### src/core/ufc_defs.svh
`ifndef UFC_DEFS_SVH
`define UFC_DEFS_SVH
// Register indices on the register port
`define UFC_REG_ISR_FCR    3'h2
`define UFC_REG_LFC        3'h3
`define UFC_REG_MOC        3'h4
`define UFC_REG_FTC        3'h5
`define UFC_REG_TLR        3'h6
`define UFC_REG_EFR        3'h7
// Reset values
`define UFC_LFC_RST        8'h00
`define UFC_MOC_RST        8'h00
`define UFC_FTC_RST        8'h00
`define UFC_TLR_RST        8'h00
// Field positions
`define UFC_FC_EN          0
`define UFC_FC_RXRST       1
`define UFC_FC_TXRST       2
`define UFC_FC_WAKE        3
`define UFC_EFR_ENH        4
`define UFC_FTC_TSEL       7
`define UFC_LFC_PAR_EN     3
`define UFC_LFC_EVEN       4
`define UFC_LFC_FORCE      5
`define UFC_LFC_BREAK      6
`define UFC_LFC_DIVSEL     7
`define UFC_MOC_DTR        0
`define UFC_MOC_RTS        1
`define UFC_MOC_MODEM      2
`define UFC_MOC_AUX2       3
`define UFC_MOC_LOOP       4
// Interrupt codes in bits 5:0
`define UFC_ISR_NONE       6'h01
`define UFC_ISR_LSR        6'h06
`define UFC_ISR_RXTO       6'h0c
`define UFC_ISR_RXRDY      6'h04
`define UFC_ISR_TXRDY      6'h02
`define UFC_ISR_MSR        6'h00
`define UFC_ISR_XCHR       6'h10
`define UFC_ISR_FLOW       6'h20
`endif

### src/core/ufc_pkg.sv
package ufc_pkg;
    typedef struct packed {
        logic       rx_en;
        logic [6:0] rx_level;
        logic       tx_en;
        logic [6:0] tx_level;
    } ufc_trig_t;
    typedef struct packed {
        logic [1:0] word_len;
        logic       stop_long;
        logic       stop_half;
        logic       parity_en;
        logic       parity_val_fixed;
        logic       parity_fixed;
        logic       parity_even;
    } ufc_frame_t;
    typedef struct packed {
        logic line_status;
        logic rx_timeout;
        logic xchar_match;
        logic flow_rise;
        logic modem_status;
        logic wakeup;
        logic gpio;
    } ufc_events_t;
endpackage

### src/core/ufc_ctrl.sv
// Operation
// - Status bits 3:1 give top pending source
// - Bit 4 flags flow character match
// - Bit 5 flags CTS or RTS rising
// - Bit 7 FIFO enabled; bit 6 flips on GPIO
// - FIFO enable bit gates all other bits
// - RX FIFO reset clears pointers, self-clears
// - TX FIFO reset clears pointers, self-clears
// - Bit 3 gates wake-up interrupt
// - TX interrupt below trigger after level exceeded it, or empty
// - RX interrupt while level at or above trigger
// - Separate trigger tables for RX and TX
// - Fixed tables A, B, C levels
// - Table D uses programmed trigger levels
// - Word length 5 to 8 bits
// - Stop bits one, one-half, or two
// - Parity bit enable
// - Odd, even, mark, space parity
// - Break holds transmit line low
// - Divisor select steers shared addresses
// - DTR and RTS pins inverted from bits
// - Bit 2 picks GPIO or modem pins
// - Loopback enable and auxiliary output
// - Bit 0 low while interrupt pending, except GPIO and wake-up
`include "ufc_defs.svh"
`timescale 1ns/1ps
`default_nettype none
module ufc_ctrl #(
    parameter int DEPTH = 128
) (
    input  wire logic               ref_clk,
    input  wire logic               nrst,
    input  wire logic               reg_wr,
    input  wire logic               reg_rd,
    input  wire logic [2:0]         reg_addr,
    input  wire logic [7:0]         reg_wdata,
    output logic      [7:0]         reg_rdata,
    input  wire logic               rx_push,
    input  wire logic               rx_pop,
    input  wire logic               tx_push,
    input  wire logic               tx_pop,
    input  wire logic               cts_n_pin,
    input  wire logic               gpio_irq_en,
    input  wire ufc_pkg::ufc_events_t evt,
    input  wire logic               tx_serial,
    output logic                    tx_pin,
    output logic                    dtr_n_pin,
    output logic                    rts_n_pin,
    output logic                    modem_pins_sel,
    output logic                    loop_en,
    output logic                    loop_ri,
    output logic                    loop_aux_n,
    output logic                    divisor_sel,
    output logic                    fifo_en,
    output logic                    rx_int,
    output logic                    tx_int,
    output logic                    irq_pending,
    output logic      [7:0]         rx_count,
    output logic      [7:0]         tx_count,
    output ufc_pkg::ufc_frame_t     frame,
    output ufc_pkg::ufc_trig_t      trig
);
    import ufc_pkg::*;

    // ==================================================
    // Register state
    logic [7:0] lfc;
    logic [7:0] moc;
    logic [7:0] ftc;
    logic [7:0] enhanced_feature_register;
    logic [6:0] tlr_rx;
    logic [6:0] tlr_tx;
    logic [1:0] rx_sel;
    logic [1:0] tx_sel;
    logic       wake_en;
    logic       cts_s1;
    logic       cts_s2;
    logic       cts_d;
    logic       rts_d;
    logic       flow_flag;
    logic       tx_armed;
    logic       tx_int_raw;
    logic       rx_int_raw;

    // ==================================================
    // Address decode
    wire fc_wr  = reg_wr && reg_addr == `UFC_REG_ISR_FCR;
    wire lfc_wr = reg_wr && reg_addr == `UFC_REG_LFC;
    wire moc_wr = reg_wr && reg_addr == `UFC_REG_MOC;
    wire ftc_wr = reg_wr && reg_addr == `UFC_REG_FTC;
    wire tlr_wr = reg_wr && reg_addr == `UFC_REG_TLR;
    wire efr_wr = reg_wr && reg_addr == `UFC_REG_EFR;
    wire enh    = enhanced_feature_register[`UFC_EFR_ENH];
    wire fc_ok  = fc_wr && reg_wdata[`UFC_FC_EN];
    wire rx_clr = fc_ok && reg_wdata[`UFC_FC_RXRST];
    wire tx_clr = fc_ok && reg_wdata[`UFC_FC_TXRST];

    // ==================================================
    // FIFO enable, trigger fields, wake-up enable
    always_ff @(posedge ref_clk) begin
        if (!nrst) begin
            fifo_en <= 1'b0;
            rx_sel  <= 2'b00;
            tx_sel  <= 2'b00;
            wake_en <= 1'b0;
        end else if (fc_wr) begin
            fifo_en <= reg_wdata[`UFC_FC_EN];
            if (fc_ok) begin
                rx_sel <= reg_wdata[7:6];
                if (enh) begin
                    tx_sel  <= reg_wdata[5:4];
                    wake_en <= reg_wdata[`UFC_FC_WAKE];
                end
            end
        end
    end

    always_ff @(posedge ref_clk) begin
        if (!nrst) begin
            lfc    <= `UFC_LFC_RST;
            moc    <= `UFC_MOC_RST;
            ftc    <= `UFC_FTC_RST;
            enhanced_feature_register    <= 8'h00;
            tlr_rx <= 7'h00;
            tlr_tx <= 7'h00;
        end else begin
            if (lfc_wr)
                lfc <= reg_wdata;
            if (moc_wr)
                moc <= reg_wdata;
            if (ftc_wr)
                ftc <= reg_wdata;
            if (efr_wr)
                enhanced_feature_register <= reg_wdata;
            if (tlr_wr && !ftc[`UFC_FTC_TSEL])
                tlr_rx <= reg_wdata[6:0];
            if (tlr_wr && ftc[`UFC_FTC_TSEL])
                tlr_tx <= reg_wdata[6:0];
        end
    end

    // ==================================================
    // Trigger table lookup, separate tables for RX and TX
    function automatic logic [6:0] rx_lvl(input logic [1:0] t, input logic [1:0] s);
        logic [6:0] v;
        v = 7'h01;
        case (t)
            2'b00: v = (s == 2'd0) ? 7'd1 : (s == 2'd1) ? 7'd4 : (s == 2'd2) ? 7'd8 : 7'd14;
            2'b01: v = (s == 2'd0) ? 7'd8 : (s == 2'd1) ? 7'd16 : (s == 2'd2) ? 7'd24 : 7'd28;
            2'b10: v = (s == 2'd0) ? 7'd8 : (s == 2'd1) ? 7'd16 : (s == 2'd2) ? 7'd56 : 7'd60;
            default: v = 7'h01;
        endcase
        return v;
    endfunction

    function automatic logic [6:0] tx_lvl(input logic [1:0] t, input logic [1:0] s);
        logic [6:0] v;
        v = 7'h01;
        case (t)
            2'b00: v = 7'd1;
            2'b01: v = (s == 2'd0) ? 7'd16 : (s == 2'd1) ? 7'd8 : (s == 2'd2) ? 7'd24 : 7'd30;
            2'b10: v = (s == 2'd0) ? 7'd8 : (s == 2'd1) ? 7'd16 : (s == 2'd2) ? 7'd32 : 7'd56;
            default: v = 7'h01;
        endcase
        return v;
    endfunction

    wire [1:0] tbl      = ftc[5:4];
    wire [6:0] rx_trig  = (tbl == 2'b11) ? tlr_rx : rx_lvl(tbl, rx_sel);
    wire [6:0] tx_trig  = (tbl == 2'b11) ? tlr_tx : tx_lvl(tbl, tx_sel);

    // ==================================================
    // FIFO level counters
    wire rx_inc = rx_push && !rx_pop && rx_count < DEPTH[7:0];
    wire rx_dec = rx_pop && !rx_push && rx_count != 8'h00;
    wire tx_inc = tx_push && !tx_pop && tx_count < DEPTH[7:0];
    wire tx_dec = tx_pop && !tx_push && tx_count != 8'h00;

    always_ff @(posedge ref_clk) begin
        if (!nrst) begin
            rx_count <= 8'h00;
            tx_count <= 8'h00;
        end else begin
            if (rx_clr)
                rx_count <= 8'h00;
            else if (rx_inc)
                rx_count <= rx_count + 8'h01;
            else if (rx_dec)
                rx_count <= rx_count - 8'h01;
            if (tx_clr)
                tx_count <= 8'h00;
            else if (tx_inc)
                tx_count <= tx_count + 8'h01;
            else if (tx_dec)
                tx_count <= tx_count - 8'h01;
        end
    end

    // ==================================================
    // Level interrupts
    assign rx_int_raw = fifo_en && rx_count >= {1'b0, rx_trig};
    // Armed once level went above trigger, disarmed at empty; empty then counts only while not armed
    assign tx_int_raw = fifo_en && (({1'b0, tx_trig} > tx_count && tx_armed)
                        || (tx_count == 8'h00 && !tx_armed));

    always_ff @(posedge ref_clk) begin
        if (!nrst)
            tx_armed <= 1'b0;
        else if (tx_clr)
            tx_armed <= 1'b0;
        else if (tx_count > {1'b0, tx_trig})
            tx_armed <= 1'b1;
        else if (tx_count == 8'h00)
            tx_armed <= 1'b0;
    end

    // ==================================================
    // Flow edges: CTS input and RTS output rising
    always_ff @(posedge ref_clk) begin
        if (!nrst) begin
            cts_s1    <= 1'b1;
            cts_s2    <= 1'b1;
            cts_d     <= 1'b1;
            rts_d     <= 1'b1;
            flow_flag <= 1'b0;
        end else begin
            cts_s1 <= cts_n_pin;
            cts_s2 <= cts_s1;
            cts_d  <= cts_s2;
            rts_d  <= rts_n_pin;
            if (enh && ((cts_s2 && !cts_d) || (rts_n_pin && !rts_d)))
                flow_flag <= 1'b1;
            else if (reg_rd && reg_addr == `UFC_REG_ISR_FCR)
                flow_flag <= 1'b0;
        end
    end

    // ==================================================
    // Interrupt priority and status word
    logic [5:0] isr_code;
    always_comb begin
        isr_code = `UFC_ISR_NONE;
        if (evt.line_status)
            isr_code = `UFC_ISR_LSR;
        else if (evt.rx_timeout)
            isr_code = `UFC_ISR_RXTO;
        else if (rx_int_raw)
            isr_code = `UFC_ISR_RXRDY;
        else if (tx_int_raw)
            isr_code = `UFC_ISR_TXRDY;
        else if (evt.modem_status)
            isr_code = 6'h00;
        else if (enh && evt.xchar_match)
            isr_code = `UFC_ISR_XCHR;
        else if (enh && flow_flag)
            isr_code = `UFC_ISR_FLOW;
    end

    wire       gpio_hit  = gpio_irq_en && evt.gpio;
    wire       bit6      = fifo_en ^ gpio_hit;
    wire       wake_hit  = wake_en && enh && evt.wakeup;
    wire       any_irq   = isr_code != `UFC_ISR_NONE || gpio_hit;
    wire [7:0] isr_word  = {fifo_en, bit6, isr_code};

    // ==================================================
    // Read data and registered outputs
    wire [7:0] next_rdata =
        (reg_addr == `UFC_REG_ISR_FCR) ? isr_word :
        (reg_addr == `UFC_REG_LFC)     ? lfc :
        (reg_addr == `UFC_REG_MOC)     ? moc :
        (reg_addr == `UFC_REG_FTC)     ? ftc :
        (reg_addr == `UFC_REG_EFR)     ? enhanced_feature_register : 8'h00;

    always_ff @(posedge ref_clk) begin
        if (!nrst) begin
            reg_rdata      <= 8'h00;
            tx_pin         <= 1'b1;
            dtr_n_pin      <= 1'b1;
            rts_n_pin      <= 1'b1;
            modem_pins_sel <= 1'b0;
            loop_en        <= 1'b0;
            loop_ri        <= 1'b1;
            loop_aux_n     <= 1'b1;
            divisor_sel    <= 1'b0;
            rx_int         <= 1'b0;
            tx_int         <= 1'b0;
            irq_pending    <= 1'b0;
            frame          <= '0;
            trig           <= '0;
        end else begin
            reg_rdata      <= next_rdata;
            tx_pin         <= tx_serial && !lfc[`UFC_LFC_BREAK];
            dtr_n_pin      <= !moc[`UFC_MOC_DTR];
            rts_n_pin      <= !moc[`UFC_MOC_RTS];
            modem_pins_sel <= moc[`UFC_MOC_MODEM];
            loop_en        <= moc[`UFC_MOC_LOOP];
            loop_ri        <= !moc[`UFC_MOC_MODEM];
            loop_aux_n     <= !moc[`UFC_MOC_AUX2];
            divisor_sel    <= lfc[`UFC_LFC_DIVSEL];
            rx_int         <= rx_int_raw;
            tx_int         <= tx_int_raw;
            irq_pending    <= any_irq || wake_hit;
            frame.word_len <= lfc[1:0];
            frame.stop_long <= lfc[2] && lfc[1:0] != 2'b00;
            frame.stop_half <= lfc[2] && lfc[1:0] == 2'b00;
            frame.parity_en <= lfc[`UFC_LFC_PAR_EN];
            frame.parity_fixed <= lfc[`UFC_LFC_FORCE];
            frame.parity_val_fixed <= !lfc[`UFC_LFC_EVEN];
            frame.parity_even <= lfc[`UFC_LFC_EVEN];
            trig           <= '{rx_en: fifo_en, rx_level: rx_trig,
                                tx_en: fifo_en, tx_level: tx_trig};
        end
    end

    // ==================================================
    // Checks
    chk_fifo_rx_reset: assert property (@(posedge ref_clk) disable iff (!nrst)
        rx_clr |=> rx_count == 8'h00) else $error("rx count not cleared");
    chk_fifo_tx_reset: assert property (@(posedge ref_clk) disable iff (!nrst)
        tx_clr |=> tx_count == 8'h00) else $error("tx count not cleared");
    chk_fifo_en_gate: assert property (@(posedge ref_clk) disable iff (!nrst)
        fc_wr && !reg_wdata[0] |=> $stable(rx_sel) && !fifo_en) else $error("gate broken");
    chk_break_low: assert property (@(posedge ref_clk) disable iff (!nrst)
        lfc[6] |=> !tx_pin) else $error("break not low");
    chk_dtr_invert: assert property (@(posedge ref_clk) disable iff (!nrst)
        moc_wr ##1 1'b1 |=> dtr_n_pin == !$past(moc[0])) else $error("dtr wrong");
    chk_isr_status7: assert property (@(posedge ref_clk) disable iff (!nrst)
        isr_word[7] == fifo_en && isr_word[6] == (fifo_en ^ gpio_hit)) else $error("bit7/6");
    chk_isr_none_bit0: assert property (@(posedge ref_clk) disable iff (!nrst)
        isr_word[0] == (isr_code == `UFC_ISR_NONE)) else $error("bit0 wrong");
    chk_rx_trig_hit: assert property (@(posedge ref_clk) disable iff (!nrst)
        fifo_en && rx_count >= {1'b0, rx_trig} |=> rx_int) else $error("rx int missing");
    chk_table_a_tx: assert property (@(posedge ref_clk) disable iff (!nrst)
        tbl == 2'b00 |-> tx_trig == 7'd1) else $error("table a tx");
endmodule
`default_nettype wire

### config.mk
export PLATFORM = sky130hd
export DESIGN_NAME = ufc_ctrl
export DESIGN_NICKNAME = d
export VERILOG_FILES = /design/src/core/ufc_pkg.sv /design/src/core/ufc_ctrl.sv
export VERILOG_INCLUDE_DIRS = /design/src /design/src/core
export SDC_FILE = /design/constraint.sdc
export NUM_CORES = 1
export LEC_CHECK = 0
export BUFFER_PORTS_ARGS = -buffer_cell sky130_fd_sc_hd__clkbuf_2
export CAP_MARGIN = 25
export CELL_PAD_IN_SITES_DETAIL_PLACEMENT = 0
export CELL_PAD_IN_SITES_GLOBAL_PLACEMENT = 2
export CORE_MARGIN = 2
export CORE_UTILIZATION = 36
export DETAILED_ROUTE_END_ITERATION = 8
export PLACE_DENSITY_LB_ADDON = 0.1
export SYNTH_ARGS = -nofsm -noshare
export SYNTH_HDL_FRONTEND = slang
export SYNTH_SLANG_ARGS = --single-unit
### constraint.sdc
create_clock -name ref_clk -period 5.2 [get_ports ref_clk]
set_input_delay 0.78 -clock ref_clk [delete_from_list [all_inputs] [get_ports ref_clk]]
set_output_delay 0.78 -clock ref_clk [all_outputs]
set_load 0.01 [all_outputs]
# Yosys cells after proc, flatten, opt, wreduce, memory -nomap -nowiden

Index checks and enable logic that the tools add are counted.

Bits in registers: 116
Latch bits: 0
Memory bits (writable): 0
ROM bits: 0
Output and inout port bits: 60
Memories: 0

Add/sub/neg operators: 4
Multiply operators: 0
Div/mod/pow operators: 0
Order comparisons: 5
Equal/unequal tests: 14
Shift-type cells: 0
Muxes and demuxes: 39
Bitwise operators: 2
Reductions and logical operators: 69

Operators with widths:

| operator            | count |
|---|---|
| $mux 8              | 9 |
| $mux 6              | 11 |
| $logic_and 1x1->1   | 35 |
| $mux 5              | 4 |
| $pmux 6 s3          | 1 |
| $add 8x1->8 const B | 2 |
| $lt 8x8->1 const B  | 2 |
| $reduce_bool 8->1   | 2 |
| $sub 8x1->8 const B | 2 |
| $logic_not 1->1     | 14 |
| $mux 7              | 2 |
| $eq 3x3->1 const B  | 4 |
| $mux 3              | 4 |
| $mux 4              | 3 |
| $pmux 6 s2          | 1 |
| $reduce_bool 2->1   | 5 |
| $eq 2x2->1 const B  | 4 |
| $ge 8x7->1          | 1 |
| $gt 7x8->1          | 1 |
| $gt 8x7->1          | 1 |
| $logic_not 2->1     | 4 |
| $logic_not 8->1     | 1 |
| $eq 2x1->1 const B  | 3 |
| $eq 3x2->1 const B  | 2 |
| other kinds (8)     | 15 |

# Longest topological paths before layout

Depth after elaboration: 17
Depth in mapped cells: 12

# Worst setup path before layout

OpenSTA, ideal clock, no wires.

Path type: input port to flip-flop
Start point: input tx_pop
End point: register tx_count[6]
Arrival time: 2.525 ns
Slack: 2.550 ns
Stages on the path: 8
Buffers on the path: 0
Path through: inv_1 -> nand3b_1 -> fa_1 -> a21o_1 -> a311o_1 -> a21oi_1 -> xor2_1 -> o31ai_2

Word-level cells in the longest chain between the ends: 4
Elaborated cells on any way between the ends: 7
Those cells by class: 1 x mux; 6 x reduce/logical

RTL lines:

| element                                     | RTL line        | source |
|---|---|---|
| from (decl)                                 | ufc_ctrl.sv:41  | `input wire logic tx_pop,` |
| $logic_not 1->1                             | ufc_ctrl.sv:176 | `wire tx_inc = tx_push && !tx_pop && tx_count < DEPTH[7:0];` |
| $logic_and 1x1->1 (2 in a row)              | ufc_ctrl.sv:176 |  |
| $mux 8 or $reduce_bool 2->1 (tied branches) | -               |  |
| to (signal assigned)                        | ufc_ctrl.sv:193 | `tx_count <= tx_count + 8'h01;` |
| to (signal assigned)                        | ufc_ctrl.sv:195 | `tx_count <= tx_count - 8'h01;` |
| to (decl)                                   | ufc_ctrl.sv:59  | `output logic [7:0] tx_count,` |

Parallel ways exist; a longest one is shown, timed or not.
A chain may end at the register's enable or synchronous reset.

# Worst setup path after layout

Start point: register ftc[4]
End point: register reg_rdata[5]

Word-level cells in the longest chain between the ends: 12
Elaborated cells on any way between the ends: 19
Those cells by class: 2 x order compare; 3 x eq/ne; 9 x mux; 5 x reduce/logical

RTL lines:

| element                                  | RTL line                         | source |
|---|---|---|
| from (decl)                              | ufc_ctrl.sv:69                   | `logic [7:0] ftc;` |
| from (signal assigned)                   | ufc_ctrl.sv:122                  | `` ftc <= `UFC_FTC_RST; `` |
| from (signal assigned)                   | ufc_ctrl.sv:132                  | `ftc <= reg_wdata;` |
| $eq 2x2->1 or $eq 2x1->1 (tied branches) | ufc_ctrl.sv:147, ufc_ctrl.sv:159 |  |
| $pmux 6 s2                               | ufc_ctrl.sv:159                  | `case (t)` |
| $mux 7                                   | ufc_ctrl.sv:170                  | `wire [6:0] tx_trig = (tbl == 2'b11) ? tlr_tx : tx_lvl(tbl, tx_sel);` |
| $gt 7x8->1                               | ufc_ctrl.sv:203                  | `assign tx_int_raw = fifo_en && (({1'b0, tx_trig} > tx_count && tx_armed)` |
| $logic_and 1x1->1                        | ufc_ctrl.sv:203                  |  |
| $logic_or 1x1->1                         | ufc_ctrl.sv:204                  | `\|\| (tx_count == 8'h00 && !tx_armed));` |
| $logic_and 1x1->1                        | ufc_ctrl.sv:203                  |  |
| $mux 6                                   | ufc_ctrl.sv:249                  | `else if (tx_int_raw)` |
| $mux 6 (*)                               | ufc_ctrl.sv:247                  | `else if (rx_int_raw)` |
| $mux 6 (*)                               | ufc_ctrl.sv:245                  | `else if (evt.rx_timeout)` |
| $mux 6 (*)                               | ufc_ctrl.sv:243                  | `if (evt.line_status)` |
| $mux 8 (*)                               | ufc_ctrl.sv:268                  | `` (reg_addr == `UFC_REG_ISR_FCR) ? isr_word : `` |
| to (signal assigned)                     | ufc_ctrl.sv:291                  | `reg_rdata <= next_rdata;` |
| to (decl)                                | ufc_ctrl.sv:37                   | `output logic [7:0] reg_rdata,` |

Every way passes the cells marked *; elsewhere a longest branch is shown, timed or not.

==> metrics <==
uppermost routed layer met4; final wirelength between 15000 and 20000 µm; Detailed Place HPWL 11100 µm; end of the worst register-to-register path reg_rdata[5]; Syn Std Cell Area approximately 5600 µm²; most frequent cells in the layout dfxtp_1 (116), nand2_1 (112), clkbuf_2 (87); first-pass GRT wire length 25200 µm; Post-Route Utilization 44.0%; H-Tree Depth 4; PortBufs 87; Reg2Reg Launch Point ftc[4]; endpoints failing setup 0; CTS resizes 0; initial antenna violation count 0; CTS buffer count 17; clock-pin transition on the worst setup and hold timing paths around 0.060 ns; sequential share of the synthesized area a little over two fifths; core area 15100 µm²; Nets a little under 800; run status complete, no violations; # IOs 89; Overall Power 3070 µW; Comb power frac ~29%; Slew Viols, Final 0; CP Launch Type flop; fmax ~0.32 GHz; routed wl met2 ~7200 µm; later-pin clock latency in the skew report 0.42 ns; M1 wire length 7690 µm; n_diodes 0; Yosys Warn Count 0; row count 45; Layout Skew 0.0143 ns; flop-to-flop setup slack 2.08 ns; Post-synth ARST share 0%; global route total overflow 0; Yosys reg bits roughly 120; Initial Util 36.7%; die width 128 µm; Setup crit start ftc[4]; Crit Path Max Fanout 23; Placer Congestion between 0.8 and 0.9; leading cell type in the layout, fill and taps excluded dfxtp_1; worst vdd ir approximately 0.22 mV; unrepaired setup endpoints after global routing no; Switching Fraction about a third; number of synthesized flops with an enable pin 0; Pre-antenna DRT Iters 5; Flop pwr share approximately a third; largest net degree at the start of global routing 45; period utilization 60.1%; switching pwr 1020 µW; number of remaining DRC errors 0; CP endpoint kind flop; Worst Path Required 5.49 ns; Mapped Avg Cell Area 8.52 µm²; DRT iter0 DRCs around 370; Internal Power 2050 µW; Vias per Instance just over 5; Area Growth Syn to Fin 20.0%; Slew @ Worst Pin approximately 0.86 ns; vias in the first global route 4565; minimum clock period 3.12 ns; Post-Route Hold Slack 0.407 ns; endpoints failing hold 0; crit path DAT 3.41 ns; Slew Limit Headroom 42.7%; post-synth cell types 64; DRT antenna net count 0; share of cells above drive strength 1 18.3%; Chip Height 128 µm; clk sinks 116; TritonCTS clock tree built; LEAKAGE 0.00281 µW; routed vias between 4000 and 5000; Routed WL per cell 16.9 µm; Die ar. 16400 µm²; gr usage total 20.0%; Clock power frac 36.6%; wire length on met3 between 600 and 700 µm; Synth Instances 652; Syn Nets 718; Post-CTS Hold Buffers 0; Synth Flop Type dfxtp_1; R2R depth 9; clk buf depth 2; critical path class flop to flop; clk root buf clkbuf_16; Min-Delay Path Class flop to flop; Pwr Density between 400 and 500 nW/µm²; Max Cap Viol 0; Setup Buffers After CTS 0; Setup crit end reg_rdata[5]; setup_tns 0 ns
layer usage:
layer	GRT usage, %	vias up
met5	0	-
met2	31.0	106
met3	4.22	6
met4	6.72	0
met1	27.8	2187
li1	-	2448
worst min-delay path by stage:
| stage | from | endpoint | slack, ns | cells past startpoint |
|---|---|---|---|---|
| after CTS | moc[1] | rts_n_pin | 0.41 | 1 |
| after detailed placement | moc[1] | rts_n_pin | 0.40 | 1 |
| after floorplan | moc[1] | rts_n_pin | 0.37 | 1 |
| after global placement | moc[1] | rts_n_pin | 0.39 | 1 |
| final | moc[3] | loop_aux_n | 0.41 | 1 |
| after global routing | moc[3] | loop_aux_n | 0.42 | 1 |
power groups by stage:
stage | Combinational [µW] | Clock [µW] | Sequential [µW]
after detailed placement | 886 | 0 | 1080
after global placement | 875 | 0 | 1080
after floorplan | 651 | 0 | 1070
after CTS | 892 | 1150 | 1060
after global routing | 1010 | 1180 | 1070
final | 889 | 1130 | 1060
worst max-delay path: stages (launching register included):
cell	delay, ns
dfxtp_1	0.43
ha_1	0.71
nor3_1	0.13
a21oi_1	0.22
ha_1	0.29
a21o_1	0.20
a2111oi_0	0.40
nand3_1	0.27
nand2_1	0.23
o31ai_1	0.10
Yosys cell counts (8+ instances only):
library cell    n  share of area, %
o21ai_0        24               2.2
nor2_1         62               4.2
dfxtp_1       116                42
nand3_1        17               1.5
mux2i_1        29               5.2
clkbuf_1       19               1.3
nand2_1       112               7.6
and2_1         10               1.1
a21o_1          8               1.1
a21oi_1        66               5.9
ha_1           35               7.9
inv_1          25               1.7
state kept, by name, indices dropped and copies added (netlist names), 2 cells and up:
signal	cells
rx_sel	2
tlr_tx	7
reg_rdata	8
frame	8
tlr_rx	7
trig	15
lfc	8
tx_sel	2
tx_count	8
ftc	8
rx_count	8
enhanced_feature_register	8
moc	8
final cells by class:
| type | instances | area, µm² |
|---|---|---|
| inverters | 26 | 97.6 |
| flip-flops and latches | 116 | 2320 |
| fillers | 1514 | 8480 |
| clock buffers | 17 | 425 |
| repair buffers | 89 | 450 |
| multi-input cells | 480 | 2990 |
| clock inverters | 14 | 140 |
| well taps | 188 | 235 |
metrics by stage:
stage	setup WS [ns]	std cells	instance area, µm²
2_1_floorplan	2.55	652	5560
3_3_place_gp	2.09	899	6100
3_5_place_dp	2.05	899	6100
4_1_cts	2.03	930	6670
5_1_grt	1.74	930	6670
6_report	2.08	930	6670
kinds of logic after synthesis:
logic type | synth area share (%)
buffers and inverters | 4.32
DFF | 41.8
and+or+nand+nor | 20.5
adders and majority gates | 8.60
xor gates and xnor gates | 1.26
muxes | 5.43
AOI/OAI and AO/OA | 18.1
(Power assumes the default switching activity.)
